File: config.mk
export PLATFORM = sky130hd
export DESIGN_NAME = flash_host_ctrl
export DESIGN_NICKNAME = d
export VERILOG_FILES = /design/src/rtl/flash_host_pkg.sv /design/src/rtl/flash_bus_cycle.sv /design/src/rtl/flash_host_ctrl.sv
export VERILOG_INCLUDE_DIRS = /design/src /design/src/rtl
export SDC_FILE = /design/constraint.sdc
export NUM_CORES = 1
export LEC_CHECK = 0
export BUFFER_PORTS_ARGS = -buffer_cell sky130_fd_sc_hd__buf_2
export CAP_MARGIN = 20
export CORE_UTILIZATION = 45
export DETAILED_ROUTE_END_ITERATION = 8
export GPL_TIMING_DRIVEN = 0
export PLACE_DENSITY_LB_ADDON = 0.3
export SYNTH_ARGS = -nofsm -noshare
export SYNTH_HDL_FRONTEND = slang
export SYNTH_SLANG_ARGS = --single-unit
File: constraint.sdc
create_clock -name sys_clk -period 4.3 [get_ports sys_clk]
set_input_delay 1.29 -clock sys_clk [delete_from_list [all_inputs] [get_ports sys_clk]]
set_output_delay 1.29 -clock sys_clk [all_outputs]
set_load 0.02 [all_outputs]
File: src/rtl/flash_host_regs.svh
// constants for the flash host controller: command codes, addresses, timings
// assumes a 16-bit asynchronous flash with 20 address bits on the far side
`ifndef FLASH_HOST_REGS_SVH
`define FLASH_HOST_REGS_SVH

`define FH_CLK_HZ 20000000

`define FH_ADDR_555 20'h00555
`define FH_ADDR_2AA 20'h002aa
`define FH_UNLOCK_D1 8'haa
`define FH_UNLOCK_D2 8'h55
`define FH_CMD_PROGRAM 8'ha0
`define FH_CMD_ERASE 8'h80
`define FH_CMD_CHIP_ERASE 8'h10
`define FH_CMD_SECTOR_ERASE 8'h30
`define FH_CMD_ID_ENTRY 8'h90
`define FH_CMD_ID_EXIT 8'hf0
`define FH_CMD_LOCKDOWN 8'h60

`define FH_TOGGLE_BIT 6

`define FH_T_WP_NS 35
`define FH_T_WPH_NS 35
`define FH_T_ACC_NS 70
`define FH_T_OEHP_NS 50
`define FH_T_RP_NS 500
`define FH_T_BP_US 200
`define FH_T_BPD_US 100
`define FH_T_SEC1_S 3.0
`define FH_T_SEC2_S 5.0
`define FH_T_EC_S 25

`endif

File: src/rtl/flash_host_pkg.sv
// types and cycle arithmetic for the flash host controller
// assumes the constants header is on the include path
package flash_host_pkg;
`include "flash_host_regs.svh"

  typedef enum logic [2:0] {OP_READ, OP_PROGRAM, OP_SECTOR_ERASE, OP_CHIP_ERASE, OP_ID_READ, OP_LOCKDOWN} op_e;

  typedef struct packed {
    logic rd;
    logic [19:0] a;
    logic [15:0] d;
    logic last;
    logic poll;
  } step_s;

  // least times round up, never below one cycle
  function automatic int unsigned ns_min_cyc(input int unsigned ns);
    int unsigned c;
    c = (ns * (`FH_CLK_HZ / 1000000) + 999) / 1000;
    return (c == 0) ? 1 : c;
  endfunction : ns_min_cyc

  // longest times round down
  function automatic int unsigned us_max_cyc(input int unsigned us);
    return us * (`FH_CLK_HZ / 1000000);
  endfunction : us_max_cyc

  // unlock pair then command: 555/aa, 2aa/55, 555/cmd; upper byte always zero
  function automatic logic [35:0] unlock_word(input logic [1:0] k, input logic [7:0] cmd);
    unique case (k)
      2'd0: return {`FH_ADDR_555, 8'h00, `FH_UNLOCK_D1};
      2'd1: return {`FH_ADDR_2AA, 8'h00, `FH_UNLOCK_D2};
      default: return {`FH_ADDR_555, 8'h00, cmd};
    endcase
  endfunction : unlock_word

  // one step of each sequence, strictly in order, writes only until the end except the id read at step 3
  function automatic step_s step_of(input op_e op, input logic [2:0] n, input logic [19:0] a,
                                    input logic [15:0] d);
    step_s s;
    s = '{rd: 1'b0, a: `FH_ADDR_555, d: 16'h0000, last: 1'b0, poll: 1'b0};
    unique case (op)
      OP_READ: begin
        s.rd = 1'b1;
        s.a = a;
        s.last = 1'b1;
      end
      OP_PROGRAM: if (n < 3'd3) begin
        {s.a, s.d} = unlock_word(n[1:0], `FH_CMD_PROGRAM);
      end else begin
        s.a = a;
        s.d = d;
        s.last = 1'b1;
        s.poll = 1'b1;
      end
      OP_SECTOR_ERASE, OP_CHIP_ERASE, OP_LOCKDOWN: if (n < 3'd3) begin
        {s.a, s.d} = unlock_word(n[1:0], `FH_CMD_ERASE);
      end else if (n < 3'd5) begin
        {s.a, s.d} = unlock_word(2'(n - 3'd3), 8'h00);
      end else begin
        s.last = 1'b1;
        if (op == OP_SECTOR_ERASE) begin
          s.a = a;
          s.d = {8'h00, `FH_CMD_SECTOR_ERASE};
          s.poll = 1'b1;
        end else if (op == OP_CHIP_ERASE) begin
          s.a = `FH_ADDR_555;
          s.d = {8'h00, `FH_CMD_CHIP_ERASE};
          s.poll = 1'b1;
        end else begin
          s.d = {8'h00, `FH_CMD_LOCKDOWN};
        end
      end
      OP_ID_READ: if (n < 3'd3) begin
        {s.a, s.d} = unlock_word(n[1:0], `FH_CMD_ID_ENTRY);
      end else if (n == 3'd3) begin
        s.rd = 1'b1;
        s.a = {19'h00000, a[0]};
      end else begin
        // leave id mode before returning, back to array read
        {s.a, s.d} = unlock_word(2'(n - 3'd4), `FH_CMD_ID_EXIT);
        s.last = (n == 3'd6);
      end
    endcase
    return s;
  endfunction : step_of

endpackage : flash_host_pkg

File: src/rtl/flash_bus_cycle.sv
// one asynchronous flash bus cycle (word write or word read) on the flash pins
// assumes sys_clk at 20 MHz; data pins arrive asynchronously and are synchronised here
`timescale 1ns/1ps
`include "flash_host_regs.svh"
module flash_bus_cycle (
  input wire logic sys_clk,
  input wire logic rst,
  input wire logic start,
  input wire logic wr,
  input wire logic [19:0] addr,
  input wire logic [15:0] wdata,
  output logic done,
  output logic [15:0] rdata,
  output logic [19:0] flash_addr,
  output logic flash_ce_n,
  output logic flash_oe_n,
  output logic flash_we_n,
  input wire logic [15:0] flash_dq_in,
  output logic [15:0] flash_dq_out,
  output logic flash_dq_oe
);
  import flash_host_pkg::*;

  localparam int unsigned WP_CYC = ns_min_cyc(`FH_T_WP_NS);
  localparam int unsigned WPH_CYC = ns_min_cyc(`FH_T_WPH_NS);
  // two extra cycles cover the input synchroniser
  localparam int unsigned RD_CYC = ns_min_cyc(`FH_T_ACC_NS) + 2;
  localparam int unsigned OEHP_CYC = ns_min_cyc(`FH_T_OEHP_NS);

  typedef enum logic [1:0] {BC_IDLE, BC_SETUP, BC_STROBE, BC_RECOVER} bc_state_e;

  bc_state_e state_q, state_d;
  logic [3:0] cnt_q, cnt_d;
  logic wr_q, wr_d;
  logic [19:0] addr_q, addr_d;
  logic [15:0] wdata_q, wdata_d;
  logic [15:0] rdata_q, rdata_d;
  logic done_q, done_d;
  logic ce_n_q, ce_n_d, oe_n_q, oe_n_d, we_n_q, we_n_d, dq_oe_q, dq_oe_d;
  logic [15:0] dq_meta_q, dq_sync_q;

  always_ff @(posedge sys_clk) begin
    dq_meta_q <= flash_dq_in;
    dq_sync_q <= dq_meta_q;
  end

  always_comb begin
    state_d = state_q;
    cnt_d = cnt_q;
    wr_d = wr_q;
    addr_d = addr_q;
    wdata_d = wdata_q;
    rdata_d = rdata_q;
    done_d = 1'b0;
    unique case (state_q)
      BC_IDLE: if (start) begin
        state_d = BC_SETUP;
        wr_d = wr;
        addr_d = addr;
        wdata_d = wdata;
      end
      BC_SETUP: begin
        state_d = BC_STROBE;
        cnt_d = wr_q ? 4'(WP_CYC - 1) : 4'(RD_CYC - 1);
      end
      BC_STROBE: if (cnt_q == 4'h0) begin
        state_d = BC_RECOVER;
        cnt_d = wr_q ? 4'(WPH_CYC - 1) : 4'(OEHP_CYC - 1);
        if (!wr_q) rdata_d = dq_sync_q;
      end else begin
        cnt_d = cnt_q - 4'h1;
      end
      BC_RECOVER: if (cnt_q == 4'h0) begin
        state_d = BC_IDLE;
        done_d = 1'b1;
      end else begin
        cnt_d = cnt_q - 4'h1;
      end
    endcase
    ce_n_d = !(state_d == BC_SETUP || state_d == BC_STROBE);
    // output enable never falls in a write cycle
    oe_n_d = !(state_d == BC_STROBE && !wr_d);
    we_n_d = !(state_d == BC_STROBE && wr_d);
    dq_oe_d = wr_d && state_d != BC_IDLE;
  end

  always_ff @(posedge sys_clk) begin
    if (rst) begin
      state_q <= BC_IDLE;
      cnt_q <= 4'h0;
      wr_q <= 1'b0;
      addr_q <= 20'h00000;
      wdata_q <= 16'h0000;
      rdata_q <= 16'h0000;
      done_q <= 1'b0;
      ce_n_q <= 1'b1;
      oe_n_q <= 1'b1;
      we_n_q <= 1'b1;
      dq_oe_q <= 1'b0;
    end else begin
      state_q <= state_d;
      cnt_q <= cnt_d;
      wr_q <= wr_d;
      addr_q <= addr_d;
      wdata_q <= wdata_d;
      rdata_q <= rdata_d;
      done_q <= done_d;
      ce_n_q <= ce_n_d;
      oe_n_q <= oe_n_d;
      we_n_q <= we_n_d;
      dq_oe_q <= dq_oe_d;
    end
  end

  assign done = done_q;
  assign rdata = rdata_q;
  assign flash_addr = addr_q;
  assign flash_ce_n = ce_n_q;
  assign flash_oe_n = oe_n_q;
  assign flash_we_n = we_n_q;
  assign flash_dq_out = wdata_q;
  assign flash_dq_oe = dq_oe_q;

  property p_oe_high_in_write;
    @(posedge sys_clk) disable iff (rst) (!flash_ce_n && !flash_we_n) |-> flash_oe_n;
  endproperty
  a_oe_high_in_write: assert property (p_oe_high_in_write) else $error("oe low during write strobe");

  property p_read_strobe_len;
    @(posedge sys_clk) disable iff (rst) $fell(flash_oe_n) |-> (!flash_oe_n && !flash_ce_n)[*4] ##1 flash_oe_n;
  endproperty
  a_read_strobe_len: assert property (p_read_strobe_len) else $error("read strobe not four cycles");

endmodule : flash_bus_cycle

File: src/rtl/flash_host_ctrl.sv
// host-side controller for an asynchronous 16-bit flash: reads, program, erase, id, lockdown
// assumes one request at a time from logic on sys_clk; flash pins are asynchronous
`timescale 1ns/1ps
`include "flash_host_regs.svh"
module flash_host_ctrl #(
  parameter int unsigned SECTOR_TMO_CYC = int'(((`FH_T_SEC2_S > `FH_T_SEC1_S) ? `FH_T_SEC2_S : `FH_T_SEC1_S)
                                          * `FH_CLK_HZ),
  parameter int unsigned CHIP_TMO_CYC = int'(`FH_T_EC_S * `FH_CLK_HZ)
) (
  input wire logic sys_clk,
  input wire logic rst,
  input wire logic cmd_valid,
  output logic cmd_ready,
  input flash_host_pkg::op_e cmd_op,
  input wire logic [19:0] cmd_addr,
  input wire logic [15:0] cmd_data,
  input wire logic dual_mode,
  output logic rsp_valid,
  output logic [15:0] rsp_data,
  output logic rsp_timeout,
  output logic busy,
  output logic [19:0] flash_addr,
  output logic flash_ce_n,
  output logic flash_oe_n,
  output logic flash_we_n,
  output logic flash_reset_n,
  input wire logic [15:0] flash_dq_in,
  output logic [15:0] flash_dq_out,
  output logic flash_dq_oe
);
  import flash_host_pkg::*;

  localparam int unsigned RP_CYC = ns_min_cyc(`FH_T_RP_NS);
  localparam int unsigned PROG_TMO_CYC = us_max_cyc(`FH_T_BP_US);
  localparam int unsigned DUAL_TMO_CYC = us_max_cyc(`FH_T_BPD_US);

  typedef enum logic [2:0] {M_RESET, M_IDLE, M_ISSUE, M_WAIT, M_POLL_ISSUE, M_POLL_WAIT, M_RESP} main_state_e;

  // sequence steps come from step_of in the package
  main_state_e state_q, state_d;
  op_e op_q, op_d;
  logic [19:0] addr_q, addr_d;
  logic [15:0] data_q, data_d;
  logic [2:0] step_q, step_d;
  logic [3:0] rst_cnt_q, rst_cnt_d;
  logic [31:0] tmo_cnt_q, tmo_cnt_d, tmo_lim_q, tmo_lim_d;
  logic prev_q, prev_d, have_prev_q, have_prev_d;
  logic [15:0] rdata_q, rdata_d;
  logic timeout_q, timeout_d;
  logic reset_n_q, reset_n_d;
  logic bus_start, bus_done;
  logic [15:0] bus_rdata;
  logic tbit;
  step_s cur;

  assign cur = step_of(op_q, step_q, addr_q, data_q);
  assign tbit = bus_rdata[`FH_TOGGLE_BIT];
  assign bus_start = (state_q == M_ISSUE) || (state_q == M_POLL_ISSUE);
  assign cmd_ready = (state_q == M_IDLE);

  always_comb begin
    state_d = state_q;
    op_d = op_q;
    addr_d = addr_q;
    data_d = data_q;
    step_d = step_q;
    rst_cnt_d = rst_cnt_q;
    tmo_cnt_d = tmo_cnt_q;
    tmo_lim_d = tmo_lim_q;
    prev_d = prev_q;
    have_prev_d = have_prev_q;
    rdata_d = rdata_q;
    timeout_d = timeout_q;
    unique case (state_q)
      // reset pulse leaves the device in array read
      M_RESET: if (rst_cnt_q == 4'h0) state_d = M_IDLE;
        else rst_cnt_d = rst_cnt_q - 4'h1;
      M_IDLE: if (cmd_valid) begin
        state_d = M_ISSUE;
        op_d = cmd_op;
        addr_d = cmd_addr;
        data_d = cmd_data;
        step_d = 3'd0;
        timeout_d = 1'b0;
        unique case (cmd_op)
          OP_PROGRAM: tmo_lim_d = dual_mode ? DUAL_TMO_CYC : PROG_TMO_CYC;
          OP_SECTOR_ERASE: tmo_lim_d = SECTOR_TMO_CYC;
          default: tmo_lim_d = CHIP_TMO_CYC;
        endcase
      end
      M_ISSUE: state_d = M_WAIT;
      M_WAIT: if (bus_done) begin
        if (cur.rd) rdata_d = bus_rdata;
        if (!cur.last) begin
          step_d = step_q + 3'd1;
          state_d = M_ISSUE;
        end else if (cur.poll) begin
          addr_d = cur.a;
          have_prev_d = 1'b0;
          tmo_cnt_d = 32'h00000000;
          state_d = M_POLL_ISSUE;
        end else begin
          state_d = M_RESP;
        end
      end
      M_POLL_ISSUE: begin
        tmo_cnt_d = tmo_cnt_q + 32'h1;
        state_d = M_POLL_WAIT;
      end
      M_POLL_WAIT: begin
        tmo_cnt_d = tmo_cnt_q + 32'h1;
        if (bus_done) begin
          prev_d = tbit;
          have_prev_d = 1'b1;
          rdata_d = bus_rdata;
          if (have_prev_q && tbit == prev_q) begin
            state_d = M_RESP;
          end else if (tmo_cnt_q >= tmo_lim_q) begin
            timeout_d = 1'b1;
            state_d = M_RESP;
          end else begin
            state_d = M_POLL_ISSUE;
          end
        end
      end
      M_RESP: state_d = M_IDLE;
    endcase
    reset_n_d = (state_d != M_RESET);
  end

  always_ff @(posedge sys_clk) begin
    if (rst) begin
      state_q <= M_RESET;
      op_q <= OP_READ;
      addr_q <= 20'h00000;
      data_q <= 16'h0000;
      step_q <= 3'd0;
      rst_cnt_q <= 4'(RP_CYC - 1);
      tmo_cnt_q <= 32'h00000000;
      tmo_lim_q <= 32'h00000000;
      prev_q <= 1'b0;
      have_prev_q <= 1'b0;
      rdata_q <= 16'h0000;
      timeout_q <= 1'b0;
      reset_n_q <= 1'b0;
    end else begin
      state_q <= state_d;
      op_q <= op_d;
      addr_q <= addr_d;
      data_q <= data_d;
      step_q <= step_d;
      rst_cnt_q <= rst_cnt_d;
      tmo_cnt_q <= tmo_cnt_d;
      tmo_lim_q <= tmo_lim_d;
      prev_q <= prev_d;
      have_prev_q <= have_prev_d;
      rdata_q <= rdata_d;
      timeout_q <= timeout_d;
      reset_n_q <= reset_n_d;
    end
  end

  assign rsp_valid = (state_q == M_RESP);
  assign rsp_data = rdata_q;
  assign rsp_timeout = timeout_q;
  assign busy = (state_q != M_IDLE);
  assign flash_reset_n = reset_n_q;

  flash_bus_cycle flash_bus_cycle_inst (
    .sys_clk(sys_clk),
    .rst(rst),
    .start(bus_start),
    .wr(!cur.rd && state_q == M_ISSUE),
    .addr(state_q == M_POLL_ISSUE ? addr_q : cur.a),
    .wdata(cur.d),
    .done(bus_done),
    .rdata(bus_rdata),
    .flash_addr(flash_addr),
    .flash_ce_n(flash_ce_n),
    .flash_oe_n(flash_oe_n),
    .flash_we_n(flash_we_n),
    .flash_dq_in(flash_dq_in),
    .flash_dq_out(flash_dq_out),
    .flash_dq_oe(flash_dq_oe)
  );

  property p_chip_final;
    @(posedge sys_clk) disable iff (rst) (state_q == M_ISSUE && op_q == OP_CHIP_ERASE && cur.last)
      |=> flash_addr == 20'h00555 && flash_dq_out == 16'h0010 ##1 !flash_we_n;
  endproperty
  a_chip_final: assert property (p_chip_final) else $error("chip erase final write wrong");

  property p_sector_final;
    @(posedge sys_clk) disable iff (rst) (state_q == M_ISSUE && op_q == OP_SECTOR_ERASE && cur.last)
      |=> flash_dq_out == 16'h0030 && flash_addr == $past(addr_q);
  endproperty
  a_sector_final: assert property (p_sector_final) else $error("sector erase final write wrong");

  property p_sector_addr;
    @(posedge sys_clk) disable iff (rst) (state_q == M_WAIT && op_q == OP_SECTOR_ERASE && cur.last && bus_done)
      |=> state_q == M_POLL_ISSUE && addr_q == $past(addr_q);
  endproperty
  a_sector_addr: assert property (p_sector_addr) else $error("sector address lost");

  property p_poll_addr;
    @(posedge sys_clk) disable iff (rst) (state_q == M_POLL_ISSUE) |=> flash_addr == $past(addr_q) && !flash_ce_n;
  endproperty
  a_poll_addr: assert property (p_poll_addr) else $error("poll address moved");

  property p_id_addr;
    @(posedge sys_clk) disable iff (rst) (state_q == M_ISSUE && op_q == OP_ID_READ && step_q == 3'd3)
      |=> flash_addr[19:1] == 19'h00000 && flash_addr[0] == $past(addr_q[0]) ##1 !flash_oe_n;
  endproperty
  a_id_addr: assert property (p_id_addr) else $error("id read address wrong");

  property p_upper_byte_zero;
    @(posedge sys_clk) disable iff (rst) (!flash_we_n && !(op_q == OP_PROGRAM && step_q == 3'd3))
      |-> flash_dq_out[15:8] == 8'h00;
  endproperty
  a_upper_byte_zero: assert property (p_upper_byte_zero) else $error("command upper byte not zero");

  property p_reset_pulse;
    @(posedge sys_clk) disable iff (rst) $rose(flash_reset_n) |-> !$past(flash_reset_n, 10) && cmd_ready;
  endproperty
  a_reset_pulse: assert property (p_reset_pulse) else $error("flash reset pulse too short");

  property p_done_on_equal;
    @(posedge sys_clk) disable iff (rst) (state_q == M_POLL_WAIT && bus_done && have_prev_q && tbit == prev_q)
      |=> rsp_valid && !rsp_timeout ##1 cmd_ready;
  endproperty
  a_done_on_equal: assert property (p_done_on_equal) else $error("poll did not complete on equal bits");

  property p_in_order;
    @(posedge sys_clk) disable iff (rst) (state_q == M_WAIT && bus_done && !cur.last)
      |=> state_q == M_ISSUE && step_q == $past(step_q) + 3'd1;
  endproperty
  a_in_order: assert property (p_in_order) else $error("command step skipped");

  property p_prog_limit;
    @(posedge sys_clk) disable iff (rst) (state_q == M_POLL_ISSUE && op_q == OP_PROGRAM)
      |-> tmo_lim_q == 32'd4000 || tmo_lim_q == 32'd2000;
  endproperty
  a_prog_limit: assert property (p_prog_limit) else $error("program timeout limit wrong");

  c_chip_done: cover property (@(posedge sys_clk) disable iff (rst) rsp_valid && op_q == OP_CHIP_ERASE && !rsp_timeout);
  c_prog_done: cover property (@(posedge sys_clk) disable iff (rst) rsp_valid && op_q == OP_PROGRAM && !rsp_timeout);
  c_id_read: cover property (@(posedge sys_clk) disable iff (rst) rsp_valid && op_q == OP_ID_READ);
  c_timeout: cover property (@(posedge sys_clk) disable iff (rst) rsp_valid && rsp_timeout);

endmodule : flash_host_ctrl

# Yosys cells after proc, flatten, opt, wreduce, memory -nomap -nowiden
# Cells that the tools add are included.
[totals]
reg_bits = 229
latchBits = 0
ramBits = 0
mem_bits_ro = 0
in_bits = 59
output_inout_bits = 61
elab_cells = 194
memories = 0
[op_classes]
addsub = 6
multipliers = 0
n_div = 0
n_lt_le_gt_ge = 3
eq_ne = 35
shifts = 0
muxes = 79
bitwise = 3
reduce_logical = 42
[op_table]
columns = ["operator", "count"]
rows = [
  ["2-to-1 mux 36 bit", 8],
  ["one-hot mux 27 bit (2 select lines)", 5],
  ["2-to-1 mux 20 bit", 6],
  ["2-to-1 mux 32 bit", 3],
  ["one-hot mux 20 bit (4 select lines)", 1],
  ["one-hot mux 32 bit (2 select lines)", 1],
  ["one-hot mux 29 bit (2 select lines)", 1],
  ["2-to-1 mux 16 bit", 3],
  ["one-hot mux 16 bit (3 select lines)", 1],
  ["one-hot mux 20 bit (2 select lines)", 1],
  ["adder 32 x 1 -> 32 bit (second input constant)", 1],
  ["greater-or-equal comparator 32 bit", 1],
  ["one-hot mux 16 bit (2 select lines)", 1],
  ["2-to-1 mux 3 bit", 8],
  ["one-hot mux 3 bit (7 select lines)", 1],
  ["2-to-1 mux 2 bit", 10],
  ["equality test 3 x 2 -> 1 bit (second input constant)", 6],
  ["equality test 3 bit (second input constant)", 6],
  ["2-to-1 mux 17 bit", 1],
  ["2-to-1 mux 1 bit", 16],
  ["!= test 2 bit (second input constant)", 8],
  ["AND reduction 5 bit", 3],
  ["2-to-1 mux 12 bit", 1],
  ["one-hot mux 4 bit (3 select lines)", 1],
  ["32 further kinds", 74],
]

# Logic depth before layout (Yosys ltp)
[depth]
depth_word = 13
mapped_depth = 10
mapped_depth_nobuf = 8

# By module
# Synthesis repeated with hierarchy kept, for this count alone.
[hier_totals]
cells_unflattened = 1108
area_unflattened_um2 = 9180.1
[modules_own_cells]
columns = ["mod", "n_inst", "cells_each", "area_each_um2", "seq_area_each_um2"]
rows = [
  ["flash_host_ctrl", 1, 775, 6080.8, 2182.1],
  ["flash_bus_cycle", 1, 333, 3099.2, 1921.8],
]

# Worst setup path before layout
# No wires, ideal clock.
[synth_path]
kind = "reg2out"
from = "register state_q[2]"
to = "output busy"
t_arrival_ns = 1.151
t_required_ns = 3.010
slack_ns = 1.859
path_stages_with_launch = 5
n_path_buf = 1
path_cell_list = "dfxtp_1 > buf_2 > nand2b_1 > nor2_1 > inv_1"
[synth_via]
elab_chain_cells = 1
[synth_rtl]
columns = ["element", "line_no", "text"]
rows = [
  ["start: declaration", "flash_host_ctrl.sv:40", "main_state_e state_q, state_d;"],
  ["start signal: assignment", "flash_host_ctrl.sv:147", "state_q <= state_d;"],
  ["!= test 3 x 1 -> 1 bit", "flash_host_ctrl.sv:166", "assign busy = (state_q != M_IDLE);"],
  ["end: declaration", "flash_host_ctrl.sv:21", "output logic busy,"],
]
# Every way passes these cells.

# Worst setup path in the final report
[layout_path]
from = "register state_q[0]"
to = "register flash_bus_cycle_inst.ce_n_q (netlist: flash_bus_cycle_inst.flash_ce_n)"
[layout_via]
elab_chain_cells = 7
elab_cells_between_ends = 9
[layout_rtl]
columns = ["element", "line_no", "text"]
rows = [
  ["equality test 3 x 2 -> 1 bit or equality test 3 bit (tied branches)", "flash_host_ctrl.sv:58", "assign bus_start = (state_q == M_ISSUE) || (state_q == M_POLL_ISSUE);"],
  ["logical OR 1 bit (*)", "flash_host_ctrl.sv:58", ""],
  ["2-to-1 mux 2 bit (*)", "flash_bus_cycle.sv:56", "BC_IDLE: if (start) begin"],
  ["one-hot mux 2 bit (4 select lines) (*)", "flash_bus_cycle.sv:55", "unique case (state_q)"],
  ["equality test 2 x 1 -> 1 bit or equality test 2 bit (tied branches)", "flash_bus_cycle.sv:80", "ce_n_d = !(state_d == BC_SETUP || state_d == BC_STROBE);"],
  ["logical OR 1 bit (*)", "flash_bus_cycle.sv:80", ""],
  ["logical NOT 1 bit (*)", "flash_bus_cycle.sv:80", ""],
  ["named net flash_bus_cycle_inst.ce_n_d", "flash_bus_cycle.sv:39", "logic ce_n_q, ce_n_d, oe_n_q, oe_n_d, we_n_q, we_n_d, dq_oe_q, dq_oe_d;"],
  ["end signal: assignment", "flash_bus_cycle.sv:108", "ce_n_q <= ce_n_d;"],
  ["end: declaration", "flash_bus_cycle.sv:39", ""],
]
# Mark *: on every way through the listed nets, which the timed path passes. The rest lies on a longest branch.
# A chain may end at the register's enable or synchronous reset.

==> flow_summary.toml <==
[logic_synthesis]
syn_inst = 1040
yosys-top-cells-area = "dfxtp_1, nand2_1, nor2_1"
yosysTopAreaCell = "dfxtp_1"
yosys-top-cells-count = "dfxtp_1, nand2_1, nor2_1"
ys_ff_latch = 205
synth.distinct_cells = 80
yosysWarningCount = 0
syn-cell-area_mm2 = 0.00904
synth_top_flop_cell = "dfxtp_1"
synth_top_area_share_pct = 45.4
avgSynthCellArea_um2 = 8.69
syn_nets = 1134
synth_edf_count = 0
synth_most_common_cell = "dfxtp_1"
async_flop_share_pct = 0
ys_seq_area_share_pct = 45.4

[floorplanning]
io_pins = 120
die_y_um = 144
num_rows = 51
dieArea_mm2 = 0.0207
coreArea_mm2 = 0.0196
start_util_pct = 46.2
die_w_um = 144

[global_route]
met1_usage_pct = 31.6
grt_pass1_wl_um = 37500
gr-usage-met2_pct = 36.4
antenna_found_initial = 0
grt_pass1_vias = 7154
top_usage_layer = "met2"
grt_remaining_overflow = 0
grt_max_degree = 14
track_usage_pct = 23.0
use_met3_pct = 4.97

[timing]
tns_ps = 0
grt_setup_unrepaired = "false"
slew_headroom_pct = 29.2
hold_viol_final = 0
slew_viol_final = 0
setup_viol = 0
worstMarginPinSlew_ps = 1050
skew_ps = 14.0
max_freq_ghz = 0.298
fin_crit_ps = 3360
post-route-period-util_pct = 78.1

[pwr]
clockPowerShare_pct = 41.6
combPwrFrac_pct = 16.8
intPower_w = 0.00368
p_sw_w = 0.00142
ir_drop_mv = 0.362
leakage_nw = 4.27
power_frac_seq_pct = 41.7
power_density_mw_per_mm2 = 472
p_sw_share_pct = 27.9

[setup_path]
crit_path_end_kind = "flop"
crit_family = "compound AO/OA/AOI/OAI gates"
ff2ff_setup_slack_ps = 940
critical_path.max_stage_delay_ps = 820
path_buf_inv = 2
required_ps = 4710
cp-start-kind = "flop"
slowest_stage = "a21boi_1"
arrival_ps = 3760
path_class = "flop to flop"
crit_path_frequent_cell = "clkbuf_1"
crit_chain = "clkbuf_1 -> nor3_1 -> a21boi_1 -> clkbuf_1 -> a21oi_1 -> ha_1 -> or2_2"
cp_max_fo = 10

[route]
drtPass1Iterations = 7
first_iter_violations = 526
routedWlPerCell_um = 16.3
vias = 7933
viasPerCell = 5.41
drc = 0
antenna_left = 0
routed_wl_um = 23800

[layout]
nNetsFinal = 1278
antennaDiodeCount = 0
drive_gt1_share_pct = 16.9
syn_to_final_growth_pct = 19.4
final_area_mm2 = 0.0108
fill_cells = 1847
seq_area_mm2 = 0.00410
multiInputGateArea_mm2 = 0.00457

[cts]
cts_root_buf = "clkbuf_16"
cts_made_buffers = 23
worstSkewPairLatency_ps = 530
cts_tree = "done"
cts_resized = 0
cts.path.max_buffers = 3
postCtsHoldBufs = 0
path_clk_slew_ps = 60
cts.sinks = 205
cts_max_level = 1
cts_setup_buffers = 0

[run_status]
status = "finished, final reports clean"

[placed_design]
gp_congestion = 0.996
placed_area_mm2 = 0.00997
dpl.hpwl_um = 17000
io_buffers = 119

[min_path]
hp-class = "flop to flop"

[run]
drv_cap = 0
## power by group through the flow
stage | logic (W) | clock network [W] | registers (W)
final | 0.000855 | 0.00212 | 0.00212
after global routing | 0.000951 | 0.00223 | 0.00214
after CTS | 0.000857 | 0.00216 | 0.00212
after detailed placement | 0.000851 | 0 | 0.00216
after global placement | 0.000837 | 0 | 0.00216
after floorplan | 0.000572 | 0 | 0.00218
## path summary, 6_finish.rpt
kind	startpoint	endpoint	cells past startpoint
hold / removal	flash_bus_cycle_inst.dq_meta_q[7]$_DFF_P_	flash_bus_cycle_inst.dq_sync_q[7]$_DFF_P_	0
hold reg to reg	flash_bus_cycle_inst.dq_meta_q[7]$_DFF_P_	flash_bus_cycle_inst.dq_sync_q[7]$_DFF_P_	0
setup reg to reg	state_q[0]$_SDFF_PP0_	flash_bus_cycle_inst.flash_ce_n$_SDFF_PP1_	7
setup / recovery	state_q[0]$_SDFF_PP0_	flash_bus_cycle_inst.flash_ce_n$_SDFF_PP1_	7
## layer usage
metal / routed length, µm / up-vias / share of wire, %
li1: - / 3963 / -
met1: 11300 / 3706 / 47
met2: 10500 / 228 / 44
met3: 1460 / 36 / 6.1
met4: 581 / 0 / 2.4
met5: 0 / - / 0
## cell families after synthesis
| logic type | Yosys count | synth area share, % |
|---|---|---|
| AOI/OAI and AO/OA | 270 | 19.8 |
| DFF | 205 | 45.4 |
| and+or+nand+nor | 392 | 20.9 |
| buffers and inverters | 89 | 4.08 |
| adders and majority gates | 35 | 4.84 |
| muxes | 20 | 2.21 |
| xor gates and xnor gates | 29 | 2.81 |
## through the flow
stage / std cells / util (%) / hold WS, ps / setup slack [ps] / total power [W]
final: 1466 / 55.1 / 324 / 942 / 0.00510
after global routing: 1466 / 55.1 / 327 / 735 / 0.00532
after CTS: 1466 / 55.1 / 325 / 1030 / 0.00514
after detailed placement: 1424 / 50.9 / 312 / 1040 / 0.00301
after global placement: 1424 / 50.9 / 310 / 1020 / 0.00300
after floorplan: 1040 / - / 310 / 1860 / 0.00275
## layout by cell type (no fill, tap or decap), drive strengths merged, types with 4 or more instances in the layout
cell	instances
a2111oi	11
a211o	4
a211oi	22
a21boi	5
a21o	7
a21oi	92
a22o	12
a22oi	19
a311oi	5
and2	6
and3	7
buf	137
bufinv	4
clkbuf	70
clkinv	4
dfxtp	205
ha	35
inv	34
mux2i	20
nand2	134
nand2b	10
nand3	18
nand4	8
nor2	123
nor2b	11
nor3	22
nor3b	11
nor4	8
o2111ai	11
o211ai	5
o21a	6
o21ai	54
o31ai	5
or3	11
or3b	4
xnor2	11
xor2	18
## flip-flops by register name, indices dropped and copies added (netlist names), 2 cells and up
name and flops:
addr_q 20, flash_bus_cycle_inst.rdata 16, flash_bus_cycle_inst.cnt_q 4, flash_bus_cycle_inst.dq_sync_q 16
rst_cnt_q 4, flash_bus_cycle_inst.state_q 2, step_q 3, flash_bus_cycle_inst.flash_addr 20
state_q 3, tmo_lim_q 8, rsp_data 16, tmo_cnt_q 32
data_q 16, flash_bus_cycle_inst.dq_meta_q 16, op_q 3, flash_bus_cycle_inst.flash_dq_out 16
## cell type report
cell class | count | share of cell area [%]
multi-input cells | 746 | 42.3
well taps | 265 | 3.07
clock buffers | 32 | 6.11
flip-flops and latches | 205 | 38.0
clock inverters | 10 | 1.55
plain buffers | 56 | 2.27
inverters | 33 | 1.15
repair buffers | 119 | 5.52
(Power assumes the default switching activity.)
